File: src/pkg/hrs_pkg.sv
// Purpose: Constants and types of the homing reference sequencer
// Assumes: Parameter offsets as seen on the fieldbus side
// Notes:   Velocities in RPM, positions in 0.0001 revolution
package hrs_pkg;
	////////////////////////////////////////////////////////////////////////
	// Parameter offsets
	localparam logic [15:0] POS_SET_OFS    = 16'h1B2C;
	localparam logic [15:0] SEARCH_VEL_OFS = 16'h2808;
	localparam logic [15:0] DEPART_VEL_OFS = 16'h280A;
	localparam logic [15:0] IDX_DIST_OFS   = 16'h2818;
	////////////////////////////////////////////////////////////////////////
	// Reset values and limits
	localparam logic [31:0] POS_SET_RST    = 32'h0000_0000;
	localparam logic [15:0] SEARCH_VEL_RST = 16'h0258;
	localparam logic [15:0] DEPART_VEL_RST = 16'h003C;
	localparam logic [15:0] VEL_MIN        = 16'h0001;
	localparam logic [15:0] SEARCH_VEL_MAX = 16'h3390;
	localparam logic [15:0] DEPART_VEL_MAX = 16'h0BB8;
	localparam logic [7:0]  HOMING_MODE    = 8'h06;
	localparam logic [31:0] NO_LIMIT       = 32'h0000_0000;
	////////////////////////////////////////////////////////////////////////
	// Homing methods
	localparam logic [7:0] M_NEGATIVE_LIMIT_SWITCH_IDX   = 8'h01;
	localparam logic [7:0] M_POSITIVE_LIMIT_SWITCH_IDX   = 8'h02;
	localparam logic [7:0] M_REFP_IDX_L = 8'h07;
	localparam logic [7:0] M_REFP_IDX_H = 8'h0A;
	localparam logic [7:0] M_REFN_IDX_L = 8'h0B;
	localparam logic [7:0] M_REFN_IDX_H = 8'h0E;
	localparam logic [7:0] M_NEGATIVE_LIMIT_SWITCH_DIST  = 8'h11;
	localparam logic [7:0] M_POSITIVE_LIMIT_SWITCH_DIST  = 8'h12;
	localparam logic [7:0] M_REFP_DST_L = 8'h17;
	localparam logic [7:0] M_REFP_DST_H = 8'h1A;
	localparam logic [7:0] M_REFN_DST_L = 8'h1B;
	localparam logic [7:0] M_REFN_DST_H = 8'h1E;
	localparam logic [7:0] M_IDX_NEG    = 8'h1F;
	localparam logic [7:0] M_IDX_POS    = 8'h22;
	localparam logic [7:0] M_POS_SET    = 8'h23;
	////////////////////////////////////////////////////////////////////////
	// Types
	typedef enum logic [3:0] {
		ST_IDLE   = 4'b0001,
		ST_SEARCH = 4'b0010,
		ST_LEAVE  = 4'b0100,
		ST_FINAL  = 4'b1000
	} hrs_state_type;
	typedef struct packed {
		logic signed [15:0] velocity;
		logic               moving;
	} hrs_drive_type;
	typedef struct packed {
		logic               strobe;
		logic signed [31:0] value;
	} hrs_load_type;
endpackage

File: src/rtl/hrs_velocity_latch.sv
// Purpose: Captures a velocity setting, clamped to the profile limit
// Assumes: capture pulses at the start of a motor movement
// Notes:   Value stays frozen between captures
`timescale 1ns/1ns
`default_nettype none
module hrs_velocity_latch #(
	parameter int W = 16
) (
	// Clock and reset
	input  wire logic         mclk,
	input  wire logic         rst,
	// Setting
	input  wire logic [W-1:0] setting,
	input  wire logic [W-1:0] limit,
	input  wire logic         capture,
	// Effective value
	output logic      [W-1:0] value_q
);
	import hrs_pkg::*;
	logic [W-1:0] value_d;

	////////////////////////////////////////////////////////////////////////
	// Clamp and capture
	assign value_d = (setting > limit) ? limit : setting;
	always_ff @(posedge mclk or posedge rst) begin
		if (rst) begin
			value_q <= '0;
		end else if (capture) begin
			value_q <= value_d;
		end
	end
endmodule
`default_nettype wire

File: src/rtl/hrs_homing_sequencer.sv
// Purpose: Homing reference sequencer with parameter access and position setting
// Assumes: Switch, index and position inputs synchronous to mclk
// Notes:   Positions and distances in 0.0001 revolution
`timescale 1ns/1ns
`default_nettype none
// Functional notes
// - Methods 1,2 end at index pulse; 17,18 at set distance from switch point.
// - Positive reference switch: methods 7-10 index pulse, 23-26 set distance.
// - Negative reference switch: methods 11-14 index pulse, 27-30 set distance.
// - Switch homing: search at search velocity, then departure velocity twice.
// - Index-only homing goes straight to index pulse at departure velocity.
// - Search velocity accepted 1..13200, default 600, clamped to profile limit.
// - Departure velocity accepted 1..3000, default 60, clamped to profile limit.
// - Velocity changes take effect only at the next movement start.
// - Switch-to-index distance measured, read-only signed 32-bit value.
// - Method 35 loads actual position with position set value, no motion.
// - Position setting only at standstill; otherwise not executed.
// - Position setting keeps existing position deviation untouched.
// - Position set value writes act at once.
// - Methods 1,17 use negative limit switch; 2,18 positive limit switch.
// - Nonzero search limit exceeded while leaving switch cancels with error.
// - Successful homing loads actual position with reference point position.
module hrs_homing_sequencer (
	// Clock and reset
	input  wire logic                 mclk,
	input  wire logic                 rst,
	// Parameter access
	input  wire logic [15:0]          regAddr,
	input  wire logic                 regWrite,
	input  wire logic [31:0]          regWdata,
	input  wire logic                 regRead,
	output logic      [31:0]          regRdata_q,
	// Control settings
	input  wire logic [7:0]           operatingModeSelect,
	input  wire logic [7:0]           homingMethodSelect,
	input  wire logic [15:0]          profileVelocityLimit,
	input  wire logic signed [31:0]   referencePointPosition,
	input  wire logic [31:0]          switchPointSearchLimit,
	input  wire logic [31:0]          switchPointDistance,
	input  wire logic                 startHoming,
	// Switches and encoder
	input  wire logic                 negativeLimitSwitch,
	input  wire logic                 positiveLimitSwitch,
	input  wire logic                 referenceSwitch,
	input  wire logic                 indexPulse,
	input  wire logic signed [31:0]   actualPosition,
	input  wire logic                 standstill,
	// Drive and status
	output hrs_pkg::hrs_drive_type    drive_q,
	output hrs_pkg::hrs_load_type     posLoad_q,
	output logic                      homingBusy,
	output logic                      homingDone_q,
	output logic                      homingError_q
);
	import hrs_pkg::*;

	hrs_state_type      state_q;
	logic [31:0]        posSetValue_q;
	logic [15:0]        searchVel_q;
	logic [15:0]        departVel_q;
	logic signed [31:0] idxDistance_q;
	logic signed [31:0] detectPos_q;
	logic signed [31:0] switchPos_q;
	logic               searchDirPos_q;
	logic               useIndex_q;
	logic [1:0]         switchSel_q;
	logic               indexPrev_q;
	logic [15:0]        searchEff;
	logic [15:0]        departEff;
	logic               startReq;
	logic               indexRise;
	logic               switchIn;
	logic [31:0]        leaveDist;
	logic [31:0]        finalDist;
	logic               mIdx;
	logic               mDirPos;
	logic               mIdxOnly;
	logic               mValid;
	logic [1:0]         mSel;

	function automatic logic [31:0] absDiff(input logic signed [31:0] a,
			input logic signed [31:0] b);
		logic signed [31:0] d;
		d = a - b;
		return d[31] ? 32'(-d) : 32'(d);
	endfunction

	function automatic logic inRange(input logic [7:0] m, input logic [7:0] lo,
			input logic [7:0] hi);
		return (m >= lo) && (m <= hi);
	endfunction

	////////////////////////////////////////////////////////////////////////
	// Parameter registers
	always_ff @(posedge mclk or posedge rst) begin
		if (rst) begin
			posSetValue_q <= POS_SET_RST;
			searchVel_q   <= SEARCH_VEL_RST;
			departVel_q   <= DEPART_VEL_RST;
		end else if (regWrite) begin
			case (regAddr)
				POS_SET_OFS: posSetValue_q <= regWdata;
				SEARCH_VEL_OFS: begin
					if (regWdata[15:0] >= VEL_MIN && regWdata[15:0] <= SEARCH_VEL_MAX) begin
						searchVel_q <= regWdata[15:0];
					end
				end
				DEPART_VEL_OFS: begin
					if (regWdata[15:0] >= VEL_MIN && regWdata[15:0] <= DEPART_VEL_MAX) begin
						departVel_q <= regWdata[15:0];
					end
				end
				default: ;
			endcase
		end
	end

	always_ff @(posedge mclk or posedge rst) begin
		if (rst) begin
			regRdata_q <= '0;
		end else if (regRead) begin
			case (regAddr)
				POS_SET_OFS:    regRdata_q <= posSetValue_q;
				SEARCH_VEL_OFS: regRdata_q <= {16'h0000, searchVel_q};
				DEPART_VEL_OFS: regRdata_q <= {16'h0000, departVel_q};
				IDX_DIST_OFS:   regRdata_q <= idxDistance_q;
				default:        regRdata_q <= '0;
			endcase
		end
	end

	////////////////////////////////////////////////////////////////////////
	// Method decode
	always_comb begin
		mIdx     = 1'b0;
		mDirPos  = 1'b0;
		mIdxOnly = 1'b0;
		mValid   = 1'b1;
		mSel     = 2'd2;
		if (homingMethodSelect == M_NEGATIVE_LIMIT_SWITCH_IDX || homingMethodSelect == M_NEGATIVE_LIMIT_SWITCH_DIST) begin
			mIdx = (homingMethodSelect == M_NEGATIVE_LIMIT_SWITCH_IDX);
			mSel = 2'd0;
		end else if (homingMethodSelect == M_POSITIVE_LIMIT_SWITCH_IDX || homingMethodSelect == M_POSITIVE_LIMIT_SWITCH_DIST) begin
			mIdx    = (homingMethodSelect == M_POSITIVE_LIMIT_SWITCH_IDX);
			mDirPos = 1'b1;
			mSel    = 2'd1;
		end else if (inRange(homingMethodSelect, M_REFP_IDX_L, M_REFP_IDX_H)) begin
			mIdx    = 1'b1;
			mDirPos = 1'b1;
		end else if (inRange(homingMethodSelect, M_REFP_DST_L, M_REFP_DST_H)) begin
			mDirPos = 1'b1;
		end else if (inRange(homingMethodSelect, M_REFN_IDX_L, M_REFN_IDX_H)) begin
			mIdx = 1'b1;
		end else if (inRange(homingMethodSelect, M_REFN_DST_L, M_REFN_DST_H)) begin
			mIdx = 1'b0;
		end else if (homingMethodSelect == M_IDX_NEG || homingMethodSelect == M_IDX_POS) begin
			mIdx     = 1'b1;
			mIdxOnly = 1'b1;
			mDirPos  = (homingMethodSelect == M_IDX_POS);
		end else begin
			mValid = 1'b0;
		end
	end

	assign startReq  = startHoming && (operatingModeSelect == HOMING_MODE) && state_q == ST_IDLE;
	assign indexRise = indexPulse && !indexPrev_q;
	assign switchIn  = (switchSel_q == 2'd0) ? negativeLimitSwitch :
		(switchSel_q == 2'd1) ? positiveLimitSwitch : referenceSwitch;
	assign leaveDist = absDiff(actualPosition, detectPos_q);
	assign finalDist = absDiff(actualPosition, switchPos_q);
	assign homingBusy = (state_q != ST_IDLE);

	////////////////////////////////////////////////////////////////////////
	// Velocities frozen per movement
	hrs_velocity_latch #(.W(16)) u_search_vel (
		.mclk    (mclk),
		.rst     (rst),
		.setting (searchVel_q),
		.limit   (profileVelocityLimit),
		.capture (startReq),
		.value_q (searchEff)
	);
	hrs_velocity_latch #(.W(16)) u_depart_vel (
		.mclk    (mclk),
		.rst     (rst),
		.setting (departVel_q),
		.limit   (profileVelocityLimit),
		.capture (startReq),
		.value_q (departEff)
	);

	////////////////////////////////////////////////////////////////////////
	// Sequencer
	always_ff @(posedge mclk or posedge rst) begin
		if (rst) begin
			state_q        <= ST_IDLE;
			searchDirPos_q <= 1'b0;
			useIndex_q     <= 1'b0;
			switchSel_q    <= 2'd2;
			detectPos_q    <= '0;
			switchPos_q    <= '0;
			idxDistance_q  <= '0;
			indexPrev_q    <= 1'b0;
			homingDone_q   <= 1'b0;
			homingError_q  <= 1'b0;
			posLoad_q      <= '0;
		end else begin
			indexPrev_q      <= indexPulse;
			posLoad_q.strobe <= 1'b0;
			case (state_q)
				ST_IDLE: begin
					if (startReq) begin
						homingDone_q   <= 1'b0;
						homingError_q  <= 1'b0;
						useIndex_q     <= mIdx;
						switchSel_q    <= mSel;
						searchDirPos_q <= mIdxOnly ? !mDirPos : mDirPos;
						switchPos_q    <= actualPosition;
						if (homingMethodSelect == M_POS_SET) begin
							if (standstill) begin
								posLoad_q.strobe <= 1'b1;
								posLoad_q.value  <= posSetValue_q;
								homingDone_q     <= 1'b1;
							end else begin
								homingError_q <= 1'b1;
							end
						end else if (!mValid) begin
							homingError_q <= 1'b1;
						end else if (mIdxOnly) begin
							state_q <= ST_FINAL;
						end else begin
							state_q <= ST_SEARCH;
						end
					end
				end
				ST_SEARCH: begin
					if (switchIn) begin
						detectPos_q <= actualPosition;
						state_q     <= ST_LEAVE;
					end
				end
				ST_LEAVE: begin
					if (!switchIn) begin
						switchPos_q <= actualPosition;
						state_q     <= ST_FINAL;
					end else if (switchPointSearchLimit != NO_LIMIT &&
							leaveDist > switchPointSearchLimit) begin
						homingError_q <= 1'b1;
						state_q       <= ST_IDLE;
					end
				end
				ST_FINAL: begin
					if (useIndex_q ? indexRise : (finalDist >= switchPointDistance)) begin
						if (useIndex_q) begin
							idxDistance_q <= actualPosition - switchPos_q;
						end
						posLoad_q.strobe <= 1'b1;
						posLoad_q.value  <= referencePointPosition;
						homingDone_q     <= 1'b1;
						state_q          <= ST_IDLE;
					end
				end
				default: state_q <= ST_IDLE;
			endcase
		end
	end

	////////////////////////////////////////////////////////////////////////
	// Velocity command
	always_ff @(posedge mclk or posedge rst) begin
		if (rst) begin
			drive_q <= '0;
		end else begin
			drive_q.moving <= 1'b1;
			case (state_q)
				ST_SEARCH: drive_q.velocity <= searchDirPos_q ? searchEff : -searchEff;
				ST_LEAVE, ST_FINAL: begin
					drive_q.velocity <= searchDirPos_q ? -departEff : departEff;
				end
				default: begin
					drive_q.velocity <= '0;
					drive_q.moving   <= 1'b0;
				end
			endcase
		end
	end
endmodule
`default_nettype wire

File: config.mk
export PLATFORM = sky130hd
export DESIGN_NAME = hrs_homing_sequencer
export DESIGN_NICKNAME = d
export VERILOG_FILES = /design/src/pkg/hrs_pkg.sv /design/src/rtl/hrs_velocity_latch.sv /design/src/rtl/hrs_homing_sequencer.sv
export SDC_FILE = /design/constraint.sdc
export NUM_CORES = 1
export LEC_CHECK = 0
export BUFFER_PORTS_ARGS = -buffer_cell sky130_fd_sc_hd__buf_2
export CORE_MARGIN = 4
export CORE_UTILIZATION = 55
export DETAILED_ROUTE_END_ITERATION = 16
export PLACE_DENSITY_LB_ADDON = 0.15
export SETUP_SLACK_MARGIN = 0.4
export SLEW_MARGIN = 25
export SYNTH_ARGS = -nofsm -noshare
export SYNTH_HDL_FRONTEND = slang
export SYNTH_SLANG_ARGS = --single-unit
export TNS_END_PERCENT = 30
File: constraint.sdc
create_clock -name mclk -period 17.3 [get_ports mclk]
set_clock_uncertainty 0.2 [all_clocks]
set_input_delay 2.595 -clock mclk [delete_from_list [all_inputs] [get_ports mclk]]
set_output_delay 2.595 -clock mclk [all_outputs]
set_load 0.05 [all_outputs]
## Yosys cells after proc, flatten, opt, wreduce, memory -nomap -nowiden

Cells that the tools add are included.

| storage, ports and cells | value |
|---|---|
| flip-flop bits (word level) | 285 |
| ROM bits | 0 |
| bits in latches | 0 |
| memories | 0 |
| logic and storage cells | 171 |
| output and inout bits | 85 |
| RAM bits | 0 |

| operators by class | value |
|---|---|
| reductions and logical operators | 32 |
| divide/modulo/power cells | 0 |
| $lt $le $gt $ge | 15 |
| bitwise gates (word level) | 0 |
| muxes and demuxes | 69 |
| add/subtract/negate cells | 6 |
| equality and inequality tests | 29 |
| shift-type cells | 0 |
| multipliers | 0 |

Operator list:

| operator | number |
|---|---|
| $mux W33 | 4 |
| $mux W32 | 4 |
| $pmux W32 S4 | 1 |
| $pmux W33 S2 | 1 |
| $mux W16 | 4 |
| $neg A32 Y32 | 2 |
| $pmux W32 S2 | 1 |
| $sub A32 B32 Y32 | 2 |
| $eq A16 B14 Y1 const B | 3 |
| $mux W1 | 40 |
| $ge A32 B32 Y1 | 1 |
| $gt A16 B16 Y1 | 2 |
| $gt A32 B32 Y1 | 1 |
| $mux W4 | 8 |
| $neg A16 Y16 | 2 |
| $pmux W16 S2 | 1 |
| $reduce_bool A32 Y1 | 1 |
| $eq A8 B5 Y1 const B | 3 |
| $ne A2 B2 Y1 const B | 9 |
| $eq A16 B13 Y1 const B | 1 |
| $eq A8 B6 Y1 const B | 2 |
| $ge A16 B1 Y1 const B | 1 |
| $ge A8 B5 Y1 const B | 2 |
| $le A16 B12 Y1 const B | 1 |
| other kinds (31) | 54 |

## Logic depth before layout (Yosys ltp)

Gate-level depths: netlist (run 1).

| logic depth | value |
|---|---|
| word-level depth | 14 |
| depth in mapped cells | 26 |
| mapped depth without buffers | 25 |

## Modules after synthesis

Synthesis (run 1) repeated with hierarchy kept, for this count alone.

| unflattened totals | value |
|---|---|
| cells, all modules | 2,204 |
| area, all modules | 20,124.3 um^2 |

By module, submodules not included:

| module | cells each | times used | seq. area each (um^2) | area an instance (um^2) |
|---|---|---|---|---|
| hrs_homing_sequencer | 1,972 | 1 | 6,343.6 | 17,844.6 |
| hrs_velocity_latch | 116 | 2 | 400.4 | 1,139.8 |

## Worst setup path before layout (run 1)

OpenSTA, ideal clock, no wires.

| timing | value |
|---|---|
| path kind | input-to-reg |
| start | input actualPosition[0] |
| end | register posLoad_q[10] in the netlist's numbering |
| setup time | 0.065 ns |
| setup slack | 9.255 ns |
| arrival | 7.780 ns |
| stages | 26 |
| required time | 17.035 ns |
| cell sequence | inv_1 -> ha_1 -> inv_1 -> fa_1 -> a21o_1 -> a22o_1 -> o221ai_1 -> a32o_1 -> o31ai_1 -> xnor2_1 -> or4b_1 -> nor4_1 -> nor2_1 -> xor2_1 -> ha_1 -> a21o_1 -> a21o_1 -> a21o_1 -> a21o_1 -> a21o_1 -> a21o_1 -> a21oi_1 -> a21oi_1 -> nor2_1 -> clkbuf_1 -> a21o_1 |

| between the ends | value |
|---|---|
| word-level cells in the longest chain between the ends | 7 |

Ends and longest elaborated chain:

| element | RTL line | text |
|---|---|---|
| start, declared | hrs_homing_sequencer.sv:46 | `input wire logic signed [31:0] actualPosition,` |
| $sub A32 B32 Y32 (*) | hrs_homing_sequencer.sv:84 | `d = a - b;` |
| $neg A32 Y32 | hrs_homing_sequencer.sv:85 | `return d[31] ? 32'(-d) : 32'(d);` |
| $mux W32 (*) | hrs_homing_sequencer.sv:85 |  |
| $ge A32 B32 Y1 (*) | hrs_homing_sequencer.sv:253 | `if (useIndex_q ? indexRise : (finalDist >= switchPointDistance)) begin` |
| $mux W1 (*) | hrs_homing_sequencer.sv:253 |  |
| $ne A2 B2 Y1 (no line) (*) | -- |  |
| $reduce_and A5 Y1 (no line) (*) | -- |  |
| end, declared | hrs_homing_sequencer.sv:50 | `output hrs_pkg::hrs_load_type posLoad_q,` |

Every way passes the cells marked *; elsewhere a longest branch is shown, timed or not.
A chain may end at the register's enable or synchronous reset.

## Worst setup path after layout (run 1)

| timing | value |
|---|---|
| start | input actualPosition[0] |
| end | register posLoad_q[11] in the netlist's numbering |

Same word-level chain as after synthesis.

==> run metrics, run 1 <==
status finished, final reports clean; Max Clock Freq 0.117 GHz; vias in the first global route approximately 17000; num ports 303; cells after synthesis 2170; crit path DAT 8810 ps; Worst Setup End Kind flip-flop; synthesis-stage register bit count 285; largest net degree at the start of global routing 181; PwrDens 109 nW/um2; min Tclk post-route 8540 ps; clk_lat worst skew 530 ps; DP Wirelength ~44000 um; Multi-input gate area 11700 um2; critical path class input port to flip-flop; CTS Buf Count 34; starting DRC count in detailed routing 1031; CP required approximately 18000 ps; Fin. Hold Viols 0; Starting Density 55.9%; R2R cell count 26; num rows 69; HP Start posLoad_q[13]; post-CTS resize count 0; first-pass GRT wire length around 90000 um; Max VDD drop just over 0.1 mV; max capacitance violation total 0; FF+latch area 7140 um2; Critical Path Start Type input port; clk root buf clkbuf_16; Clk pwr share around 28%; RSZ-0062 raised after global routing no; reg2reg end posLoad_q[11]; Total Power 2510 uW; Sequential Power Share 28.7%; setup TNS 0 ps; CTS Sinks 285; hold endpoint posLoad_q[13]; grt ovf 0; Via density 5.99; worst setup path start actualPosition[0]; Static Leak 0.0116 uW; Max clock buf depth 3; sequential area share after synthesis 35.9%; Reg clk slew, reported paths 50 ps; Synth cell types 84; number of hold buffers added after CTS 0; drt pass-1 iters 6; Area Overhead vs Synth 15.8%; Slew Limit Fails 0; Post-route DRC 0; # fillers 3047; synthesized area 19900 um2; Post-synth ARST share 100%; Setup Viol. Count Final 0; number of port buffers 302; relative max-transition margin 29.4%; Die W slightly below 200 um; Final Non-Filler Cells ~2900; Worst Path Max Fanout 33; internal power around 1600 uW; sw frac 37.3%; Worst-Margin Slew about 1000 ps; syn avg cell area 9.16 um2; Synth area leaders dfrtp_1 35%, ha_1 10%, mux2_2 5.6%; Mapped Nets 2552; number of flops mapped to enable cells by yosys 0; routed length per placed instance between 15 and 20 um; Post-synth top flop dfrtp_1; full die area about 39000 um2; switching power 936 uW; final period utilization 49.3%; postcts setup bufs 0; Worst R2R Start switchPos_q[0]; initial antenna violation count 7; Final GP Congestion between 0.9 and 1; share of post-route cells with drive strength above 1 21.1%; aggregate routed wire length 57100 um; gr usage total 28.1%; placed cells about 2900; core area 35600 um2; die height 198 um; DR vias 17559; TritonCTS clock tree built; post-synth top area share 34.6%; Hold Path Stages 1; R2R setup slack between 10000 and 15000 ps; post-layout net count 2824; H-tree Lvls 2; Final ANT Viol Nets 0; Yosys warnings 0; Min Hold Slack 271 ps; Comb power frac around 43%; HP Class flip-flop to flip-flop; Synth area leader dfrtp_1
cells in the final DEF (no fill, tap or decap), types with 28 or more instances in the layout:
cell,n
ha_1,162
dfrtp_1,275
a21oi_1,94
nand2_1,174
buf_2,303
o21ai_0,144
clkbuf_16,34
xnor2_1,86
a22o_1,39
a21o_1,89
nand3_1,40
o22ai_1,50
nand4_1,34
mux2_2,99
o211ai_1,28
nor2_1,107
xor2_1,56
inv_1,203
layer usage:
metal,routed length (um),vias up,GRT usage [%]
met1,23800,8558,36.6
li1,-,8396,-
met3,2960,103,3.86
met2,28600,496,48.7
met4,1720,6,9.16
met5,34,-,0
kinds of logic (layout without fill, tap and decap cells):
logic type,count (synthesis),in the layout,synth area share (%)
buffers and inverters,291,586,5.58
adders and majority gates,164,164,10.4
DFF,285,285,35.9
and+or+nand+nor,528,528,13.5
muxes,120,120,6.67
xor gates and xnor gates,143,143,6.30
other,0,4,0
AOI/OAI and AO/OA,639,639,21.6
cell type report:
cell class | count | area share, %
multi-input cells | 1594 | 50.8
repair buffers | 323 | 7.39
diodes | 4 | 0.0435
clock buffers | 45 | 4.10
flip-flops and latches | 285 | 31.1
well taps | 461 | 2.51
clock inverters | 14 | 0.778
inverters | 204 | 3.36
flip-flops by register name, indices dropped and copies added (netlist names), 2 cells and up:
| register | cells |
|---|---|
| posLoad_q | 33 |
| detectPos_q | 32 |
| idxDistance_q | 32 |
| posSetValue_q | 32 |
| regRdata_q | 32 |
| switchPos_q | 32 |
| drive_q | 17 |
| departVel_q | 16 |
| searchVel_q | 16 |
| u_depart_vel.value_q | 16 |
| u_search_vel.value_q | 16 |
| state_q | 4 |
| switchSel_q | 2 |
how the worst max path moves through the flow:
| stage | to | slack, ps | cells after the start |
|---|---|---|---|
| after floorplan | departVel_q[0] | 6660 | 1 |
| after global placement | posLoad_q[4] | 8440 | 28 |
| after detailed placement | posLoad_q[9] | 8320 | 28 |
| after CTS | posLoad_q[11] | 8860 | 28 |
| after global routing | posLoad_q[11] | 8140 | 28 |
| final | posLoad_q[11] | 8760 | 28 |
synthesized netlist by cell type (7+ instances only):
cell      instances
inv_1           204
a22oi_1          18
or3_1            16
a22o_1           39
o21bai_1         11
nand4_1          34
a21o_1           89
xor2_1           57
a221oi_1          8
o31ai_1          20
o21a_1           26
a21oi_1          95
and2_1           13
nor2_1          110
and3_1           11
nor2b_1          19
mux2i_1          21
a31oi_1          19
nand2b_1          8
nand3b_1          8
dfrtp_1         275
o211ai_1         28
nand3_1          40
nor4_1           17
mux2_2           99
dfstp_2          10
xnor2_1          86
ha_1            162
o22ai_1          50
a21boi_0         17
a41oi_1           7
or4_1            20
nand2_1         175
a211oi_1          9
a222oi_1         10
nor4b_1           8
nor3_1           21
o21ai_0         144
clkbuf_1         79
metrics by stage:
stage / utilization (%) / instance area, um2 / setup slack [ps]
2_1_floorplan: - / 19900 / 6660
3_5_place_dp: 61.4 / 21800 / 8320
5_1_grt: 64.7 / 23000 / 8140
4_1_cts: 64.5 / 22900 / 8860
6_report: 64.7 / 23000 / 8760
3_3_place_gp: 61.3 / 21800 / 8440
power by group through the flow:
stage	clock, uW	combinational [uW]	sequential, uW
2_1_floorplan	0	813	734
3_3_place_gp	0	1040	729
3_5_place_dp	0	1070	730
4_1_cts	726	1080	719
5_1_grt	753	1220	723
6_report	711	1080	719
worst max-delay path, stage by stage:
cell	delay, ps
buf_2	100
inv_1	90
ha_1	170
inv_1	50
fa_1	440
a21o_1	220
a221oi_2	330
o211ai_1	160
a31oi_1	360
xnor2_1	210
nor4_1	440
nand3_1	220
nor3_1	550
a31oi_1	170
xor2_1	180
ha_1	190
a21o_1	150
a21o_1	160
a21o_1	160
a21o_1	170
a21o_1	160
a21o_1	190
a21oi_1	290
a21oi_2	90
buf_4	250
nor2_2	140
buf_4	350
a21o_1	190
Note: power is estimated with default switching activity, not from simulation.
==> inputs of run 2 (changes only) <==
--- a/config.mk
+++ b/config.mk
@@ -7,7 +7,7 @@
 export LEC_CHECK = 0
 export BUFFER_PORTS_ARGS = -buffer_cell sky130_fd_sc_hd__buf_2
 export CORE_MARGIN = 4
-export CORE_UTILIZATION = 55
+export CORE_UTILIZATION = 53
 export DETAILED_ROUTE_END_ITERATION = 16
 export PLACE_DENSITY_LB_ADDON = 0.15
 export SETUP_SLACK_MARGIN = 0.4
==> constraint.sdc (replaced) <==
create_clock -name mclk -period 7.63 [get_ports mclk]
set_clock_uncertainty 0.2 [all_clocks]
set_input_delay 1.1445 -clock mclk [delete_from_list [all_inputs] [get_ports mclk]]
set_output_delay 1.1445 -clock mclk [all_outputs]
set_load 0.05 [all_outputs]
==> run 2 against run 1 <==
  * Register-to-register slack got worse by 9500 ps
  * Clock-buffer cell count grew 1
  * Combinational power increased by 130%
  * Sequential cell count unchanged
  * Global-route usage is 1.0 points lower
  * Largest cell class unchanged
  * Largest power group unchanged
==> run metrics, run 2 (synthesis gave the netlist of run 1 again) <==
cell mode on critical path a21o_1; Final WS setup 799 ps (-7960 ps); RSZ-0062 raised after global routing no; full die area 40700 um2 (+3.6%); HP Start posLoad_q[12]; number of hold buffers added after CTS 0 (unchanged); # fillers 3170 (+4.0%); Worst-Margin Slew 1120 ps (+70.4 ps); HP Class flip-flop to flip-flop; Max VDD drop 0.194 mV (+91%); grt peak-use layer met2; Static Leak 0.0117 uW (+0.84%); Setup Viol. Count Final 0 (unchanged); crit path DAT 7050 ps (-1760 ps); max capacitance violation total 0 (unchanged); Hold Path Stages 1 (unchanged); Total Power 5790 uW (+130%); die height 202 um (+1.8%); setup TNS 0 ps (unchanged); vias in the first global route 17326 (-0.26%); Final ANT Viol Nets 0 (unchanged); DP Area 21900 um2 (+0.56%); post-layout net count 2836 (+0.42%); gr usage total 27.1% (-1.0 points); number of port buffers 302 (unchanged); Max Clock Freq 0.146 GHz; PwrDens 250 nW/um2 (+130%); clk_lat worst skew 550 ps (+20 ps); pre-CTS setup slack 277 ps (-8040 ps); hold endpoint posLoad_q[12]; CP delay by family, top compound AO/OA/AOI/OAI gates; Fin. Hold Viols 0 (unchanged); share of post-route cells with drive strength above 1 21.7% (+0.60 points); Global Route met2 Usage 46.4% (-2.3 points); met3 Use GR 5.03% (+1.2 points); Reg clk slew, reported paths 60 ps (about the same); final period utilization 89.5%; most frequent cells in the layout 302 x buf_2, 275 x dfrtp_1, 203 x inv_1, 174 x nand2_1, 162 x ha_1; R2R cell count 25 (-3.8%); aggregate routed wire length 56600 um (-0.79%); routed length per placed instance 19.2 um (-1.5%); commonest non-fill, non-tap cell in the layout buf_2; Area Overhead vs Synth 16.7%; DP Wirelength 43900 um (-0.49%); Starting Density 54.0% (-1.8 points); core area 36800 um2 (+3.4%); relative max-transition margin 25.4% (-3.9 points); TritonCTS clock tree built; critical path class input port to flip-flop; Slew Limit Fails 0 (unchanged); R2R setup slack 1190 ps (-9490 ps); DR vias 17366 (-1.1%); first-pass GRT wire length 91000 um (+1.4%); largest net degree at the start of global routing 197 (+8.8%); Die W 202 um (+1.8%); Critical Path Start Type input port; Bufs and invs on worst path 4 (-1); Final GP Congestion 0.915 (-2.2%); status finished, final reports clean; Max clock buf depth 3 (unchanged); num rows 70 (+1.4%); Via density 5.88 (-1.8%); drt pass-1 iters 9 (+3); final instance area 23200 um2 (+0.81%); Worst Path Max Fanout 8 (-76%); CTS Buf Count 34 (unchanged); CP required 7850 ps (-9730 ps); min Tclk post-route between 6000 and 7000 ps; starting DRC count in detailed routing 1135 (+10%); global routing met1 resource utilization 34.9% (-1.7 points); Worst Setup End Kind flip-flop; clk root buf clkbuf_16; CTS Sinks 285 (unchanged); most flop-heavy register posLoad_q; num ports 303 (unchanged); Worst R2R Start switchPos_q[0]; reg2reg end posLoad_q[27]; max FFs per register 33 (unchanged); Post-route DRC 0 (unchanged); grt ovf 0 (unchanged); slowest CP cell o31ai_1; initial antenna violation count 8 (+1); H-tree Lvls 2 (unchanged); Crit path largest cell delay 590 ps (+40 ps)
==> run 2: where the power goes <==
| group | switching, uW | total, uW | internal [uW] |
|---|---|---|---|
| clock | 683 | 1690 | 1010 |
| sequential | 35.8 | 1630 | 1590 |
| combinational | 1430 | 2470 | 1040 |
==> run 2: layout make-up <==
cell class / instances / area, um2 / share of cell area (%)
Clock buffer: 46 / 966 / 4.17
Inverter: 204 / 769 / 3.32
Antenna cell: 4 / 10.0 / 0.0432
Sequential cell: 285 / 7140 / 30.8
Timing Repair Buffer: 335 / 1800 / 7.78
Tap cell: 468 / 586 / 2.52
Multi-Input combinational cell: 1594 / 11700 / 50.4
Clock inverter: 16 / 223 / 0.960
==> run 2: worst max-delay path by stage <==
stage / startpoint / end / cells past startpoint
floorplan: actualPosition[0] / posLoad_q[10] / 26
global placement: actualPosition[0] / posLoad_q[26] / 27
detailed placement: actualPosition[0] / posLoad_q[27] / 27
CTS: actualPosition[0] / posLoad_q[22] / 27
global route: actualPosition[0] / posLoad_q[27] / 27
finish: actualPosition[0] / posLoad_q[27] / 27
==> run 2: layer usage <==
layer,vias to the layer above,share of wire (%)
li1,8434,-
met1,8367,42
met5,-,0.11
met2,443,49
met3,114,5.6
met4,8,3.3
==> run 2: timing repair <==
action / 4_1_cts / 5_1_grt
setup endpoints to repair: 0 / 34
gates resized for setup: 0 / 2
setup buffers: 0 / 0
==> run 2: metrics by stage <==
stage / hold slack (ps) / instances / util (%)
global placement: 257 / 2885 / 59.6
finish: 269 / 2952 / 63.0
CTS: 273 / 2947 / 62.9
detailed placement: 260 / 2885 / 59.7
global route: 284 / 2952 / 63.0
floorplan: 245 / 2170 / -
